$ cat src/rtl/far_pkg.sv
// package of constants and types for the fault alarm and reset block
package far_pkg;
  localparam int unsigned FAR_NUM_SRC        = 11;
  // alarm source bit positions
  localparam int unsigned FAR_SRC_RAM        = 0;
  localparam int unsigned FAR_SRC_NVM        = 1;
  localparam int unsigned FAR_SRC_CACHE      = 2;
  localparam int unsigned FAR_SRC_PROBE      = 3;
  localparam int unsigned FAR_SRC_WDT0       = 4;
  localparam int unsigned FAR_SRC_WDT1       = 5;
  localparam int unsigned FAR_SRC_FLOW       = 6;
  localparam int unsigned FAR_SRC_CRYPTO     = 7;
  localparam int unsigned FAR_SRC_ENV        = 8;
  localparam int unsigned FAR_SRC_BOOT       = 9;
  localparam int unsigned FAR_SRC_SELFTEST   = 10;
  // environmental sensor bit positions
  localparam int unsigned FAR_ENV_TEMP       = 0;
  localparam int unsigned FAR_ENV_VOLT       = 1;
  localparam int unsigned FAR_ENV_FREQ       = 2;
  localparam int unsigned FAR_ENV_LIGHT      = 3;
  localparam int unsigned FAR_NUM_ENV        = 4;
  // timing
  localparam int unsigned FAR_CLK_MHZ        = 100;
  localparam int unsigned FAR_RST_HOLD_NS    = 200;
  localparam int unsigned FAR_RST_HOLD_CYC   = (FAR_RST_HOLD_NS * FAR_CLK_MHZ + 999) / 1000;
  localparam int unsigned FAR_WDT_DEF_LIMIT  = 1000;
  localparam logic [31:0] FAR_SIG_SEED       = 32'h0000_0001;
  localparam logic [31:0] FAR_SIG_POLY       = 32'h04c1_1db7;

  typedef enum logic [2:0] {
    FAR_ST_RESET   = 3'h0,
    FAR_ST_BOOT    = 3'h1,
    FAR_ST_RUN     = 3'h2,
    FAR_ST_SECURE  = 3'h3,
    FAR_ST_RST_SEQ = 3'h4
  } far_state_t;

  typedef enum logic [1:0] {
    FAR_TST_IDLE  = 2'h0,
    FAR_TST_FORCE = 2'h1,
    FAR_TST_CHECK = 2'h2
  } far_test_t;
endpackage

$ cat src/rtl/far_wdt_if.sv
// carrier between the top and each watchdog timer
`timescale 1ns/1ps
interface far_wdt_if;
  logic        enable;
  logic [31:0] limit;
  logic        checkpoint;
  logic [31:0] count;
  logic        expired;
  modport ctrl (output enable, output limit, output checkpoint, input count, input expired);
  modport wdt  (input enable, input limit, input checkpoint, output count, output expired);
endinterface

$ cat src/rtl/far_top.sv
// fault and attack alarm collector with security reset sequencer
//
// Behaviour
// - any ram bit error seen on a read raises the security alarm.
// - single-bit nvm errors are corrected silently; uncorrectable ones alarm.
// - cache parity is checked on every hit so modified data is caught.
// - a probing or manipulation detector halts processing and enters security reset.
// - two independent watchdogs, each restarted by its own checkpoint.
// - optional running hash over executed instructions, compared at each check point.
// - a signature mismatch means an illegal path and raises the alarm.
// - crypto unit backward-recompute mismatch raises the alarm.
// - start-up applies configuration and runs subsystem tests before releasing the cpu.
// - software self-test forces alarm lines and reports whether each one responded.
// - temperature, voltage, frequency or backside light violation enters secure state.
// - entering the secure state starts the internal reset sequence.
`timescale 1ns/1ps
module far_top #(
  parameter int unsigned WDT_LIMIT = far_pkg::FAR_WDT_DEF_LIMIT,
  parameter int unsigned NVM_DW    = 32,
  parameter int unsigned CACHE_DW  = 32
) (
  input  wire logic                                i_clk,
  input  wire logic                                i_rst,
  // ram error detection
  input  wire logic                                i_ram_rd,
  input  wire logic                                i_ram_err,
  // nvm ecc read path
  input  wire logic                                i_nvm_rd,
  input  wire logic [NVM_DW-1:0]                   i_nvm_data,
  input  wire logic [$clog2(NVM_DW+1)-1:0]         i_nvm_syn_pos,
  input  wire logic                                i_nvm_single,
  input  wire logic                                i_nvm_multi,
  output logic      [NVM_DW-1:0]                   o_nvm_data,
  output logic                                     o_nvm_valid,
  // cache parity
  input  wire logic                                i_cache_rd,
  input  wire logic [CACHE_DW-1:0]                 i_cache_data,
  input  wire logic                                i_cache_par,
  // physical detectors and sensors (asynchronous pins)
  input  wire logic                                i_probe_det,
  input  wire logic [far_pkg::FAR_NUM_ENV-1:0]     i_env_det,
  // watchdogs
  input  wire logic [1:0]                          i_wdt_en,
  input  wire logic [1:0]                          i_wdt_chkpt,
  // instruction flow signature
  input  wire logic                                i_instruction_flow_signature_en,
  input  wire logic                                i_instr_valid,
  input  wire logic [31:0]                         i_instr_word,
  input  wire logic                                i_sig_check,
  input  wire logic [31:0]                         i_sig_expected,
  // symmetric crypto unit backward check
  input  wire logic                                i_symmetric_crypto_unit_done,
  input  wire logic [127:0]                        i_symmetric_crypto_unit_in,
  input  wire logic [127:0]                        i_symmetric_crypto_unit_back,
  // start-up
  input  wire logic                                i_boot_cfg_done,
  input  wire logic                                i_boot_test_done,
  input  wire logic                                i_boot_test_fail,
  // user self-test
  input  wire logic                                i_user_alarm_self_test_start,
  input  wire logic [far_pkg::FAR_NUM_SRC-1:0]     i_user_alarm_self_test_sel,
  output logic                                     o_user_alarm_self_test_busy,
  output logic                                     o_user_alarm_self_test_done,
  output logic [far_pkg::FAR_NUM_SRC-1:0]          o_user_alarm_self_test_pass,
  // results
  output logic                                     o_cpu_run,
  output logic                                     o_cpu_halt,
  output logic                                     o_security_alarm,
  output logic [far_pkg::FAR_NUM_SRC-1:0]          o_alarm_cause,
  output logic                                     o_reset_req,
  output logic                                     o_int_reset
);
  import far_pkg::*;

  // refuse sizes that the watchdog compare, the ecc index or the parity tree cannot serve
  if (WDT_LIMIT < 1) begin : g_bad_limit
    $error("far_top: watchdog limit must be at least one");
  end
  if (NVM_DW < 2) begin : g_bad_nvm
    $error("far_top: nvm word too narrow");
  end
  if (CACHE_DW < 1) begin : g_bad_cache
    $error("far_top: cache word too narrow");
  end

  localparam int unsigned HOLD_W = $clog2(FAR_RST_HOLD_CYC + 1);

  function automatic logic agree3(input logic [2:0] s);
    return s[1] & s[2];
  endfunction

  // both secure states hold the cpu and stop the watchdogs
  function automatic logic in_secure(input far_state_t s);
    return (s == FAR_ST_SECURE) || (s == FAR_ST_RST_SEQ);
  endfunction

  ////////////////////////////////////////////////////////////////////////////
  // pin synchronisers: an alarm counts while stages two and three are both high
  logic [2:0] probe_sync_r;
  logic [2:0] env_sync_r [FAR_NUM_ENV];
  logic       probe_hit;
  logic [FAR_NUM_ENV-1:0] env_hit;

  always_ff @(posedge i_clk or posedge i_rst) begin
    if (i_rst) probe_sync_r <= 3'h0;
    else       probe_sync_r <= {probe_sync_r[1:0], i_probe_det};
  end
  assign probe_hit = agree3(probe_sync_r);

  genvar g;
  generate
    for (g = 0; g < FAR_NUM_ENV; g++) begin : g_env
      always_ff @(posedge i_clk or posedge i_rst) begin
        if (i_rst) env_sync_r[g] <= 3'h0;
        else       env_sync_r[g] <= {env_sync_r[g][1:0], i_env_det[g]};
      end
      assign env_hit[g] = agree3(env_sync_r[g]);
    end
  endgenerate

  ////////////////////////////////////////////////////////////////////////////
  // watchdogs
  far_state_t st_r;
  far_wdt_if  wdt_bus [2] ();
  logic [1:0] wdt_exp;
  generate
    for (g = 0; g < 2; g++) begin : g_wdt
      // the secure entry stops both counters so a stale expiry cannot pin the reset on
      assign wdt_bus[g].enable     = i_wdt_en[g] & ~in_secure(st_r);
      assign wdt_bus[g].limit      = 32'(WDT_LIMIT);
      assign wdt_bus[g].checkpoint = i_wdt_chkpt[g];
      assign wdt_exp[g]            = wdt_bus[g].expired;
      far_wdt u_wdt (
        .i_clk (i_clk),
        .i_rst (i_rst),
        .w     (wdt_bus[g])
      );
    end
  endgenerate

  ////////////////////////////////////////////////////////////////////////////
  // nvm ecc: flip the flagged bit on a single error
  always_ff @(posedge i_clk or posedge i_rst) begin
    if (i_rst) begin
      o_nvm_data  <= '0;
      o_nvm_valid <= 1'b0;
    end else begin
      // an uncorrectable word is withheld; only the alarm path reports it
      o_nvm_valid <= i_nvm_rd & ~i_nvm_multi;
      if (i_nvm_rd && i_nvm_single && i_nvm_syn_pos < NVM_DW)
        o_nvm_data <= i_nvm_data ^ (NVM_DW'(1) << i_nvm_syn_pos);
      else if (i_nvm_rd)
        o_nvm_data <= i_nvm_data;
    end
  end

  ////////////////////////////////////////////////////////////////////////////
  // instruction flow signature: lfsr-style hash of every executed word
  logic [31:0] sig_r;
  logic        sig_bad;
  // switching the checker off reseeds it, so a re-enable starts from a known hash

  always_ff @(posedge i_clk or posedge i_rst) begin
    if (i_rst) begin
      sig_r <= FAR_SIG_SEED;
    end else if (!i_instruction_flow_signature_en) begin
      sig_r <= FAR_SIG_SEED;
    end else if (i_instr_valid) begin
      sig_r <= ({sig_r[30:0], 1'b0} ^ (sig_r[31] ? FAR_SIG_POLY : 32'h0)) ^ i_instr_word;
    end
  end
  // check is against the hash of instructions before the check cycle
  assign sig_bad = i_instruction_flow_signature_en & i_sig_check & (sig_r != i_sig_expected);

  ////////////////////////////////////////////////////////////////////////////
  // self-test: a selected line is forced for one cycle and must be seen
  far_test_t                tst_st_r;
  logic [FAR_NUM_SRC-1:0]   tst_sel_r;
  logic [FAR_NUM_SRC-1:0]   tst_force;
  logic [FAR_NUM_SRC-1:0]   raw_src;
  logic [FAR_NUM_SRC-1:0]   seen_src;
  logic                     live_alarm;

  assign tst_force = (tst_st_r == FAR_TST_FORCE) ? tst_sel_r : '0;

  always_comb begin
    raw_src                   = '0;
    raw_src[FAR_SRC_RAM]      = i_ram_rd & i_ram_err;
    raw_src[FAR_SRC_NVM]      = i_nvm_rd & i_nvm_multi;
    // even parity: the stored bit equals the xor of the word
    raw_src[FAR_SRC_CACHE]    = i_cache_rd & ((^i_cache_data) != i_cache_par);
    raw_src[FAR_SRC_PROBE]    = probe_hit;
    raw_src[FAR_SRC_WDT0]     = wdt_exp[0];
    raw_src[FAR_SRC_WDT1]     = wdt_exp[1];
    raw_src[FAR_SRC_FLOW]     = sig_bad;
    raw_src[FAR_SRC_CRYPTO]   = i_symmetric_crypto_unit_done &
                                (i_symmetric_crypto_unit_in != i_symmetric_crypto_unit_back);
    raw_src[FAR_SRC_ENV]      = |env_hit;
    raw_src[FAR_SRC_BOOT]     = (st_r == FAR_ST_BOOT) & i_boot_test_fail;
    raw_src[FAR_SRC_SELFTEST] = 1'b0;
    seen_src = raw_src | tst_force;
  end

  // forced lines are observed but kept off the reset path
  assign live_alarm = |raw_src;

  always_ff @(posedge i_clk or posedge i_rst) begin
    if (i_rst) begin
      tst_st_r                    <= FAR_TST_IDLE;
      tst_sel_r                   <= '0;
      o_user_alarm_self_test_done <= 1'b0;
      o_user_alarm_self_test_pass <= '0;
    end else begin
      o_user_alarm_self_test_done <= 1'b0;
      unique case (tst_st_r)
        FAR_TST_IDLE: begin
          // refused outside run so a test cannot mask a start-up fault
          if (i_user_alarm_self_test_start && st_r == FAR_ST_RUN) begin
            tst_sel_r <= i_user_alarm_self_test_sel;
            tst_st_r  <= FAR_TST_FORCE;
          end
        end
        FAR_TST_FORCE: begin
          o_user_alarm_self_test_pass <= seen_src & tst_sel_r;
          tst_st_r                    <= FAR_TST_CHECK;
        end
        FAR_TST_CHECK: begin
          o_user_alarm_self_test_done <= 1'b1;
          tst_st_r                    <= FAR_TST_IDLE;
        end
        default: tst_st_r <= FAR_TST_IDLE;
      endcase
    end
  end
  assign o_user_alarm_self_test_busy = (tst_st_r != FAR_TST_IDLE);

  ////////////////////////////////////////////////////////////////////////////
  // sticky cause and held reset request: a one-cycle alarm is never lost
  logic [HOLD_W-1:0] hold_r;

  // cause bits survive the internal reset so software can read why it happened
  always_ff @(posedge i_clk or posedge i_rst) begin
    if (i_rst) begin
      o_alarm_cause <= '0;
    end else begin
      o_alarm_cause <= o_alarm_cause | raw_src;
    end
  end

  // set wins over clear so an alarm in the clearing cycle is kept
  always_ff @(posedge i_clk or posedge i_rst) begin
    if (i_rst) begin
      o_reset_req <= 1'b0;
    end else if (live_alarm) begin
      o_reset_req <= 1'b1;
    end else if (st_r == FAR_ST_RST_SEQ) begin
      o_reset_req <= 1'b0;
    end
  end

  ////////////////////////////////////////////////////////////////////////////
  // sequencer: boot, run, secure halt, internal reset pulse, back to boot
  always_ff @(posedge i_clk or posedge i_rst) begin
    if (i_rst) begin
      st_r   <= FAR_ST_RESET;
      hold_r <= '0;
    end else begin
      unique case (st_r)
        FAR_ST_RESET: st_r <= FAR_ST_BOOT;
        FAR_ST_BOOT: begin
          if (live_alarm)
            st_r <= FAR_ST_SECURE;
          else if (i_boot_cfg_done && i_boot_test_done)
            st_r <= FAR_ST_RUN;
        end
        FAR_ST_RUN: begin
          if (live_alarm || o_reset_req)
            st_r <= FAR_ST_SECURE;
        end
        FAR_ST_SECURE: begin
          st_r   <= FAR_ST_RST_SEQ;
          hold_r <= HOLD_W'(FAR_RST_HOLD_CYC);
        end
        FAR_ST_RST_SEQ: begin
          // a source still live at the end of the hold stretches the reset
          if (hold_r > HOLD_W'(1))
            hold_r <= hold_r - HOLD_W'(1);
          else if (!live_alarm)
            st_r <= FAR_ST_BOOT;
        end
        default: st_r <= FAR_ST_RESET;
      endcase
    end
  end

  // halt is immediate on the alarm cycle, not one state later
  assign o_cpu_halt       = live_alarm | in_secure(st_r);
  assign o_cpu_run        = (st_r == FAR_ST_RUN) & ~o_cpu_halt;
  assign o_security_alarm = live_alarm | o_reset_req;
  assign o_int_reset      = (st_r == FAR_ST_RST_SEQ);
endmodule

$ cat src/rtl/far_wdt.sv
// program flow watchdog with checkpoint restart
`timescale 1ns/1ps
module far_wdt (
  input  wire logic i_clk,
  input  wire logic i_rst,
  far_wdt_if.wdt    w
);
  import far_pkg::*;

  logic [31:0] count_r;
  logic        expired_r;

  ////////////////////////////////////////////////////////////////////////////
  // checkpoint before the limit restarts; reaching the limit is a flow fault
  always_ff @(posedge i_clk or posedge i_rst) begin
    if (i_rst) begin
      count_r   <= 32'h0;
      expired_r <= 1'b0;
    end else if (!w.enable) begin
      // a stopped counter drops its expiry so the secure entry can finish
      count_r   <= 32'h0;
      expired_r <= 1'b0;
    end else if (w.checkpoint) begin
      count_r   <= 32'h0;
    end else if (count_r >= w.limit) begin
      expired_r <= 1'b1;
    end else begin
      count_r   <= count_r + 32'h1;
    end
  end

  assign w.count   = count_r;
  assign w.expired = expired_r;
endmodule

$ cat config.mk
export PLATFORM = sky130hd
export DESIGN_NAME = far_top
export DESIGN_NICKNAME = d
export VERILOG_FILES = /design/src/rtl/far_pkg.sv /design/src/rtl/far_wdt_if.sv /design/src/rtl/far_top.sv /design/src/rtl/far_wdt.sv
export SDC_FILE = /design/constraint.sdc
export NUM_CORES = 1
export LEC_CHECK = 0
export BUFFER_PORTS_ARGS = -buffer_cell sky130_fd_sc_hd__buf_2
export CAP_MARGIN = 10
export CORE_AREA = 2 2 189 191
export DETAILED_ROUTE_END_ITERATION = 16
export DIE_AREA = 0 0 191 193
export GPL_TIMING_DRIVEN = 0
export PLACE_DENSITY_LB_ADDON = 0.05
export SKIP_LAST_GASP = 1
export SYNTH_ARGS = -nofsm -noshare
export SYNTH_HDL_FRONTEND = slang
export SYNTH_HIERARCHICAL = 1
export SYNTH_SLANG_ARGS = --single-unit
export TNS_END_PERCENT = 20
$ cat constraint.sdc
create_clock -name i_clk -period 4.1 [get_ports i_clk]
set_input_delay 0.205 -clock i_clk [delete_from_list [all_inputs] [get_ports i_clk]]
set_output_delay 0.205 -clock i_clk [all_outputs]
set_load 0.005 [all_outputs]
## Word level (Yosys, flattened, before mapping)

Index checks and enable logic that the tools add are counted.

| storage, ports and cells | value |
|---|---|
| register bits after elaboration | 191 |
| word-level logic and storage cells | 128 |
| output and inout port bits | 62 |
| input bits | 427 |

| operators by class | value |
|---|---|
| bitwise operators | 27 |
| muxes and demuxes | 31 |
| shift operators | 1 |
| add/subtract/negate cells | 3 |
| equal/unequal tests | 22 |
| order comparisons | 4 |
| reduce and logical (&&, ||, !) cells | 20 |

Operator list:

| kind | count |
|---|---|
| $mux 32 | 10 |
| $ne 128x128->1 | 1 |
| $add 32x1->32 const B | 2 |
| $ge 32x10->1 const B | 2 |
| $xor 32x32->32 | 2 |
| $ne 32x32->1 | 1 |
| $reduce_xor 32->1 | 1 |
| $shl 1x6->32 const A | 1 |
| $xor 32x27->32 | 1 |
| $mux 27 | 1 |
| $and 1x1->1 | 16 |
| $ne 2x2->1 const B | 8 |
| $mux 3 | 5 |
| $pmux 3 s5 | 1 |
| $reduce_or 13->1 | 1 |
| $and 11x11->11 | 1 |
| $mux 11 | 1 |
| $or 10x11->11 | 1 |
| $or 11x10->11 | 1 |
| $pmux 5 s2 | 1 |
| $mux 1 | 9 |
| $reduce_and 2->1 | 4 |
| $reduce_bool 2->1 | 4 |
| $eq 3x2->1 const B | 2 |
| 22 further kinds | 31 |

## Logic depth before layout (Yosys ltp)

| logic depth | value |
|---|---|
| depth in word-level cells | 7 |
| gate-level depth with buffers | 11 |
| mapped depth without buffers | 9 |

## Modules after synthesis

The synthesis kept the hierarchy.

By module, submodules not included:

| module | times used | cells an instance | sequential area each (um2) | area each (um2) |
|---|---|---|---|---|
| far_top | 1 | 777 | 3,104.2 | 7,649.8 |
| far_wdt (g_wdt[0].u_wdt) | 1 | 317 | 825.8 | 2,600.0 |
| far_wdt (g_wdt[1].u_wdt) | 1 | 316 | 825.8 | 2,572.5 |

## Least setup slack after synthesis

Ideal clock, no wire load.

| timing path | value |
|---|---|
| path type | register -> register |
| from | register g_wdt[1].u_wdt.count_r[19] |
| to | register g_wdt[1].u_wdt.count_r[23] |
| setup time | 78 ps |
| data required time | 4,022 ps |
| path buffers | 0 |
| path slack | 1,330 ps |
| data arrival time | 2,692 ps |
| period minus slack after synthesis | 2,770 ps |
| stages on the path, launching flop included | 9 |
| path through | dfrtp_1 ha_1 a21oi_1 o21ai_1 a221o_1 a2111o_1 or3_4 or4_1 a21oi_1 |

| on the way | value |
|---|---|
| cells in the longest elaborated chain, start to end | 4 |
| elaborated cells on any way between the ends | 6 |
| classes of those cells | 1 x add/sub; 1 x order compare; 1 x eq/ne; 3 x mux |

Ends and longest elaborated chain:

| element | line | source |
|---|---|---|
| from (decl) | far_wdt.sv:10 | `logic [31:0] count_r;` |
| from (signal assigned) | far_wdt.sv:28 | `count_r <= count_r + 32'h1;` |
| $add 32x1->32 | far_wdt.sv:28 |  |
| $mux 32 | far_wdt.sv:25 | `end else if (count_r >= w.limit) begin` |
| $mux 32 | far_wdt.sv:23 | `end else if (w.checkpoint) begin` |
| $mux 32 | far_wdt.sv:19 | `end else if (!w.enable) begin` |

Several ways; a longest one is shown, not always the timed one. The select of a mux whose other input is x is not followed.
A chain may end at the register's enable or synchronous reset.

## Worst setup path in the final report

| timing path | value |
|---|---|
| from | input i_symmetric_crypto_unit_in[13] |
| to | output o_cpu_run |

| on the way | value |
|---|---|
| cells in the longest elaborated chain, start to end | 6 |

Ends and longest elaborated chain:

| element | line | source |
|---|---|---|
| from (decl) | far_top.sv:53 | `input wire logic [127:0] i_symmetric_crypto_unit_in,` |
| $ne 128x128->1 | far_top.sv:197 | `(i_symmetric_crypto_unit_in != i_symmetric_crypto_unit_back);` |
| $and 1x1->1 | far_top.sv:196 | `raw_src[FAR_SRC_CRYPTO] = i_symmetric_crypto_unit_done &` |
| $reduce_or 13->1 | far_top.sv:205 | `assign live_alarm = \|raw_src;` |
| $or 1x1->1 | far_top.sv:297 | `assign o_cpu_halt = live_alarm \| in_secure(st_r);` |
| $not 1->1 | far_top.sv:298 | `assign o_cpu_run = (st_r == FAR_ST_RUN) & ~o_cpu_halt;` |
| $and 1x1->1 | far_top.sv:298 |  |
| to (decl) | far_top.sv:66 | `output logic o_cpu_run,` |

Every way passes these cells.

==> flow_summary.rst <==
.. list-table::
   :header-rows: 1

   * - Metric
     - Value
   * - Post-route core utilization
     - 0.484
   * - Number of core rows
     - 69
   * - Layout cell share with drive strength beyond 1
     - 0.275
   * - Maximum ir drop on the vdd rail
     - 377 µV
   * - Pwr Density
     - 314 nW/µm²
   * - Initial antenna violation count
     - 46
   * - Status
     - finished, final reports clean
   * - Critical path class
     - in2out
   * - Global-route usage over all layers
     - 0.273
   * - Clock sink count
     - 190
   * - Sum of negative setup slack
     - 0 ns
   * - Crit path DAT
     - 3.57 ns
   * - Core Footprint
     - 35000 µm²
   * - Number of routed nets with antenna violations
     - 0
   * - Clock skew
     - 0.0228 ns
   * - Critical Path Fanout Max
     - 6
   * - Post-CTS Setup Bufs
     - 0
   * - Post-detailed-route DRC marker count
     - 0
   * - CTS tree
     - built
   * - Largest net degree at the start of global routing
     - 67
   * - Count of different cell masters after synthesis
     - 61
   * - Count of placed standard cells in the final layout, fillers left out
     - 2493
   * - Worst rel slew slack
     - 0.233
   * - Synthesized cell area
     - 12800 µm²
   * - Starting density of the core
     - 0.367
   * - Asr flop ratio synth
     - 1.00
   * - Number of hold-repair buffers added at the cts stage
     - 20
   * - Clock buffers created by TritonCTS
     - 17
   * - Final-report hold violation count
     - 0
   * - Avg Cell Area, Syn
     - 9.09 µm²
   * - Count of cells along the worst register-to-register path
     - 9
   * - Count of flip-flops with a built-in enable after synthesis
     - 0
   * - Nature of the critical path startpoint
     - input port
   * - Post-CTS resize count
     - 0
   * - Highest clock rate
     - 0.265 GHz
   * - Area Growth Syn to Fin
     - 32.0%
   * - H-tree lvl count
     - 4
   * - Instance count of the mapped netlist
     - 1410
   * - Placed wire-length estimate after detailed placement
     - 42.5 mm
   * - Vias in the first global route
     - 12100
   * - Clock-pin slew on the worst setup and hold paths
     - 0.07 ns
   * - Final routed wirelength across all metal layers
     - 50.1 mm
   * - Detailed-route wire length per cell
     - 20.1 µm
   * - Post-layout nets
     - 2494
   * - Clock Tree Root
     - sky130_fd_sc_hd__clkbuf_16
   * - Final critical-path share of the clock period
     - 0.920
   * - Slew at the pin closest to its max-slew limit
     - 1.14 ns
   * - Total leakage power
     - 0.00803 µW
   * - Worst hold path cell count
     - 3
   * - Ratio of routed vias to standard cells
     - 4.91
   * - Number of cells in the design after placement
     - 2421
   * - Longest Clk Path Bufs
     - 2
   * - Total overflow reported by the global router
     - 0
   * - Flops & latches, synth
     - 190
   * - Via Count
     - 12200
   * - Primary FF master, synth
     - sky130_fd_sc_hd__dfrtp_1
   * - First-pass GRT wire length
     - 73.5 mm
   * - Ports
     - 489
   * - Min cycle time layout
     - 3.77 ns
   * - Final GP Congestion
     - 0.927
   * - Port Buffers
     - 486
   * - First-pass DRT Iterations
     - 5
   * - Number of max-slew violations in the final report
     - 0
   * - Count of max-cap constraint violations
     - 0
   * - Y dimension of the die
     - 193 µm
   * - Critical path data required time
     - 3.89 ns
   * - Die footprint
     - 36900 µm²
   * - Setup-failing EPs final
     - 0
   * - Setup repair after global routing missed its margin
     - no
   * - Endpoint kind of the worst setup timing path
     - output port
   * - Hold WC Path Type
     - in2reg
   * - DRT iter0 DRCs
     - 732
   * - Synth Warn #
     - 6
   * - Proportion of synthesized chip area in sequential cells
     - 0.371
   * - Die outline width
     - 191 µm
   * - Clock insertion delay at the later pin of the skew report
     - 0.45 ns
   * - Overall power after layout
     - 5310 µW
==> critical path, cell delays in order <==
cell	delay (ns)
sky130_fd_sc_hd__buf_2	0.14
sky130_fd_sc_hd__xor2_1	0.15
sky130_fd_sc_hd__nor4_1	0.38
sky130_fd_sc_hd__nand4_1	0.18
sky130_fd_sc_hd__nor4_1	0.87
sky130_fd_sc_hd__a21boi_0	0.65
sky130_fd_sc_hd__a2111oi_4	0.63
sky130_fd_sc_hd__and2_2	0.22
sky130_fd_sc_hd__buf_2	0.13
==> worst paths after layout <==
| kind | to | slack, ns | start |
|---|---|---|---|
| setup reg to reg | g_wdt[1].u_wdt/w.count[22]$_DFFE_PP0P_ | 0.77 | g_wdt[1].u_wdt/w.count[19]$_DFFE_PP0P_ |
| setup / recovery | o_cpu_run | 0.33 | i_symmetric_crypto_unit_in[13] |
| max in group asynchronous | sig_r[0]$_DFFE_PP1P_ | 2.91 | i_rst |
| min in group asynchronous | o_alarm_cause[6]$_DFF_PP0_ | 0.39 | i_rst |
| hold / removal | o_nvm_data[26]$_DFFE_PP0P_ | 0.05 | i_nvm_data[26] |
| hold reg to reg | probe_sync_r[1]$_DFF_PP0_ | 0.35 | probe_sync_r[0]$_DFF_PP0_ |
==> layer usage <==
metal / track usage / part of all wire / wire (µm)
met1: 0.385 / 0.45 / 22400
met2: 0.408 / 0.43 / 21400
met3: 0.0903 / 0.10 / 5150
met4: 0.0549 / 0.018 / 921
met5: 0 / 0.0049 / 246
==> layout by cell type (no fill, tap or decap), drive strengths merged, types with 3 or more instances in the layout <==
| master | instances |
|---|---|
| nand3 | 42 |
| xor2 | 149 |
| o211a | 20 |
| or4 | 6 |
| nor2b | 27 |
| a31oi | 8 |
| diode | 20 |
| o21ai | 27 |
| a21oi | 84 |
| clkinv | 3 |
| and4 | 9 |
| nor4 | 58 |
| nand2 | 136 |
| xnor2 | 152 |
| dfrtp | 189 |
| nand2b | 12 |
| mux2i | 18 |
| ha | 68 |
| and2 | 14 |
| nor3 | 24 |
| nand4 | 38 |
| clkbuf | 53 |
| a21o | 9 |
| nor4b | 4 |
| conb | 65 |
| a41o | 3 |
| or3 | 16 |
| buf | 498 |
| a221o | 3 |
| o31ai | 3 |
| inv | 97 |
| or2 | 7 |
| nand3b | 4 |
| nor2 | 103 |
| dlygate4sd3 | 20 |
| mux2 | 12 |
| and3 | 4 |
==> cells in the mapped netlist, types with 34 or more instances <==
cell type / count / area share
sky130_fd_sc_hd__a21oi_1: 82 / 0.032
sky130_fd_sc_hd__xor2_1: 149 / 0.10
sky130_fd_sc_hd__ha_1: 68 / 0.066
sky130_fd_sc_hd__inv_1: 89 / 0.026
sky130_fd_sc_hd__nand2_1: 136 / 0.040
sky130_fd_sc_hd__nor2_1: 103 / 0.030
sky130_fd_sc_hd__nand3_1: 42 / 0.016
sky130_fd_sc_hd__nor4_1: 58 / 0.028
sky130_fd_sc_hd__dfrtp_1: 189 / 0.37
sky130_fd_sc_hd__nand4_1: 38 / 0.019
sky130_fd_sc_hd__xnor2_1: 152 / 0.10
sky130_fd_sc_hd__clkbuf_1: 34 / 0.010
==> kinds of logic (layout without fill, tap and decap cells) <==
group	count (synthesis)	after routing	synth area share
muxes	30	30	0.0249
buffers and inverters	134	673	0.0408
other	2	85	0.000586
xor gates and xnor gates	302	302	0.207
and+or+nand+nor	507	507	0.199
adders and majority gates	68	68	0.0664
AOI/OAI and AO/OA	177	177	0.0902
DFF	190	190	0.371
==> layout make-up <==
type	instances	area, µm²
Antenna cell	20	50.0
Clock buffer	19	453
Sequential cell	190	4760
Tap cell	461	577
Fill cell	3531	18000
Clock inverter	13	119
Timing Repair Buffer	507	2660
Multi-Input combinational cell	1149	7780
Inverter	89	339
Buffer	45	189
==> metrics by stage <==
step | setup slack [ns] | hold WS [ns] | instance area, µm²
after CTS | 0.514 | 0.0357 | 16900
after floorplan | 0.597 | 0.236 | 13100
final | 0.329 | 0.0485 | 16900
after global placement | -1.28 | 0.317 | 16100
after detailed placement | 0.525 | 0.315 | 16100
after global routing | 0.317 | 0.0475 | 16900
==> flip-flops by register name, indices dropped and copies added, names as in the netlist <==
| register | cells |
|---|---|
| hold_r | 5 |
| g_wdt.u_wdt/w.expired | 2 |
| o_nvm_valid | 1 |
| o_user_alarm_self_test_done | 1 |
| tst_sel_r | 11 |
| o_nvm_data | 32 |
| env_sync_r | 12 |
| g_wdt.u_wdt/w.count | 64 |
| o_alarm_cause | 10 |
| st_r | 3 |
| sig_r | 32 |
| tst_st_r | 2 |
| o_user_alarm_self_test_pass | 11 |
| probe_sync_r | 3 |
| o_reset_req | 1 |
==> power breakdown <==
group	switching (µW)	internal, µW	total (µW)
Sequential	145	2070	2220
Combinational	766	668	1430
Clock	819	835	1650
Total	1730	3580	5310
(Power assumes the default switching activity.)
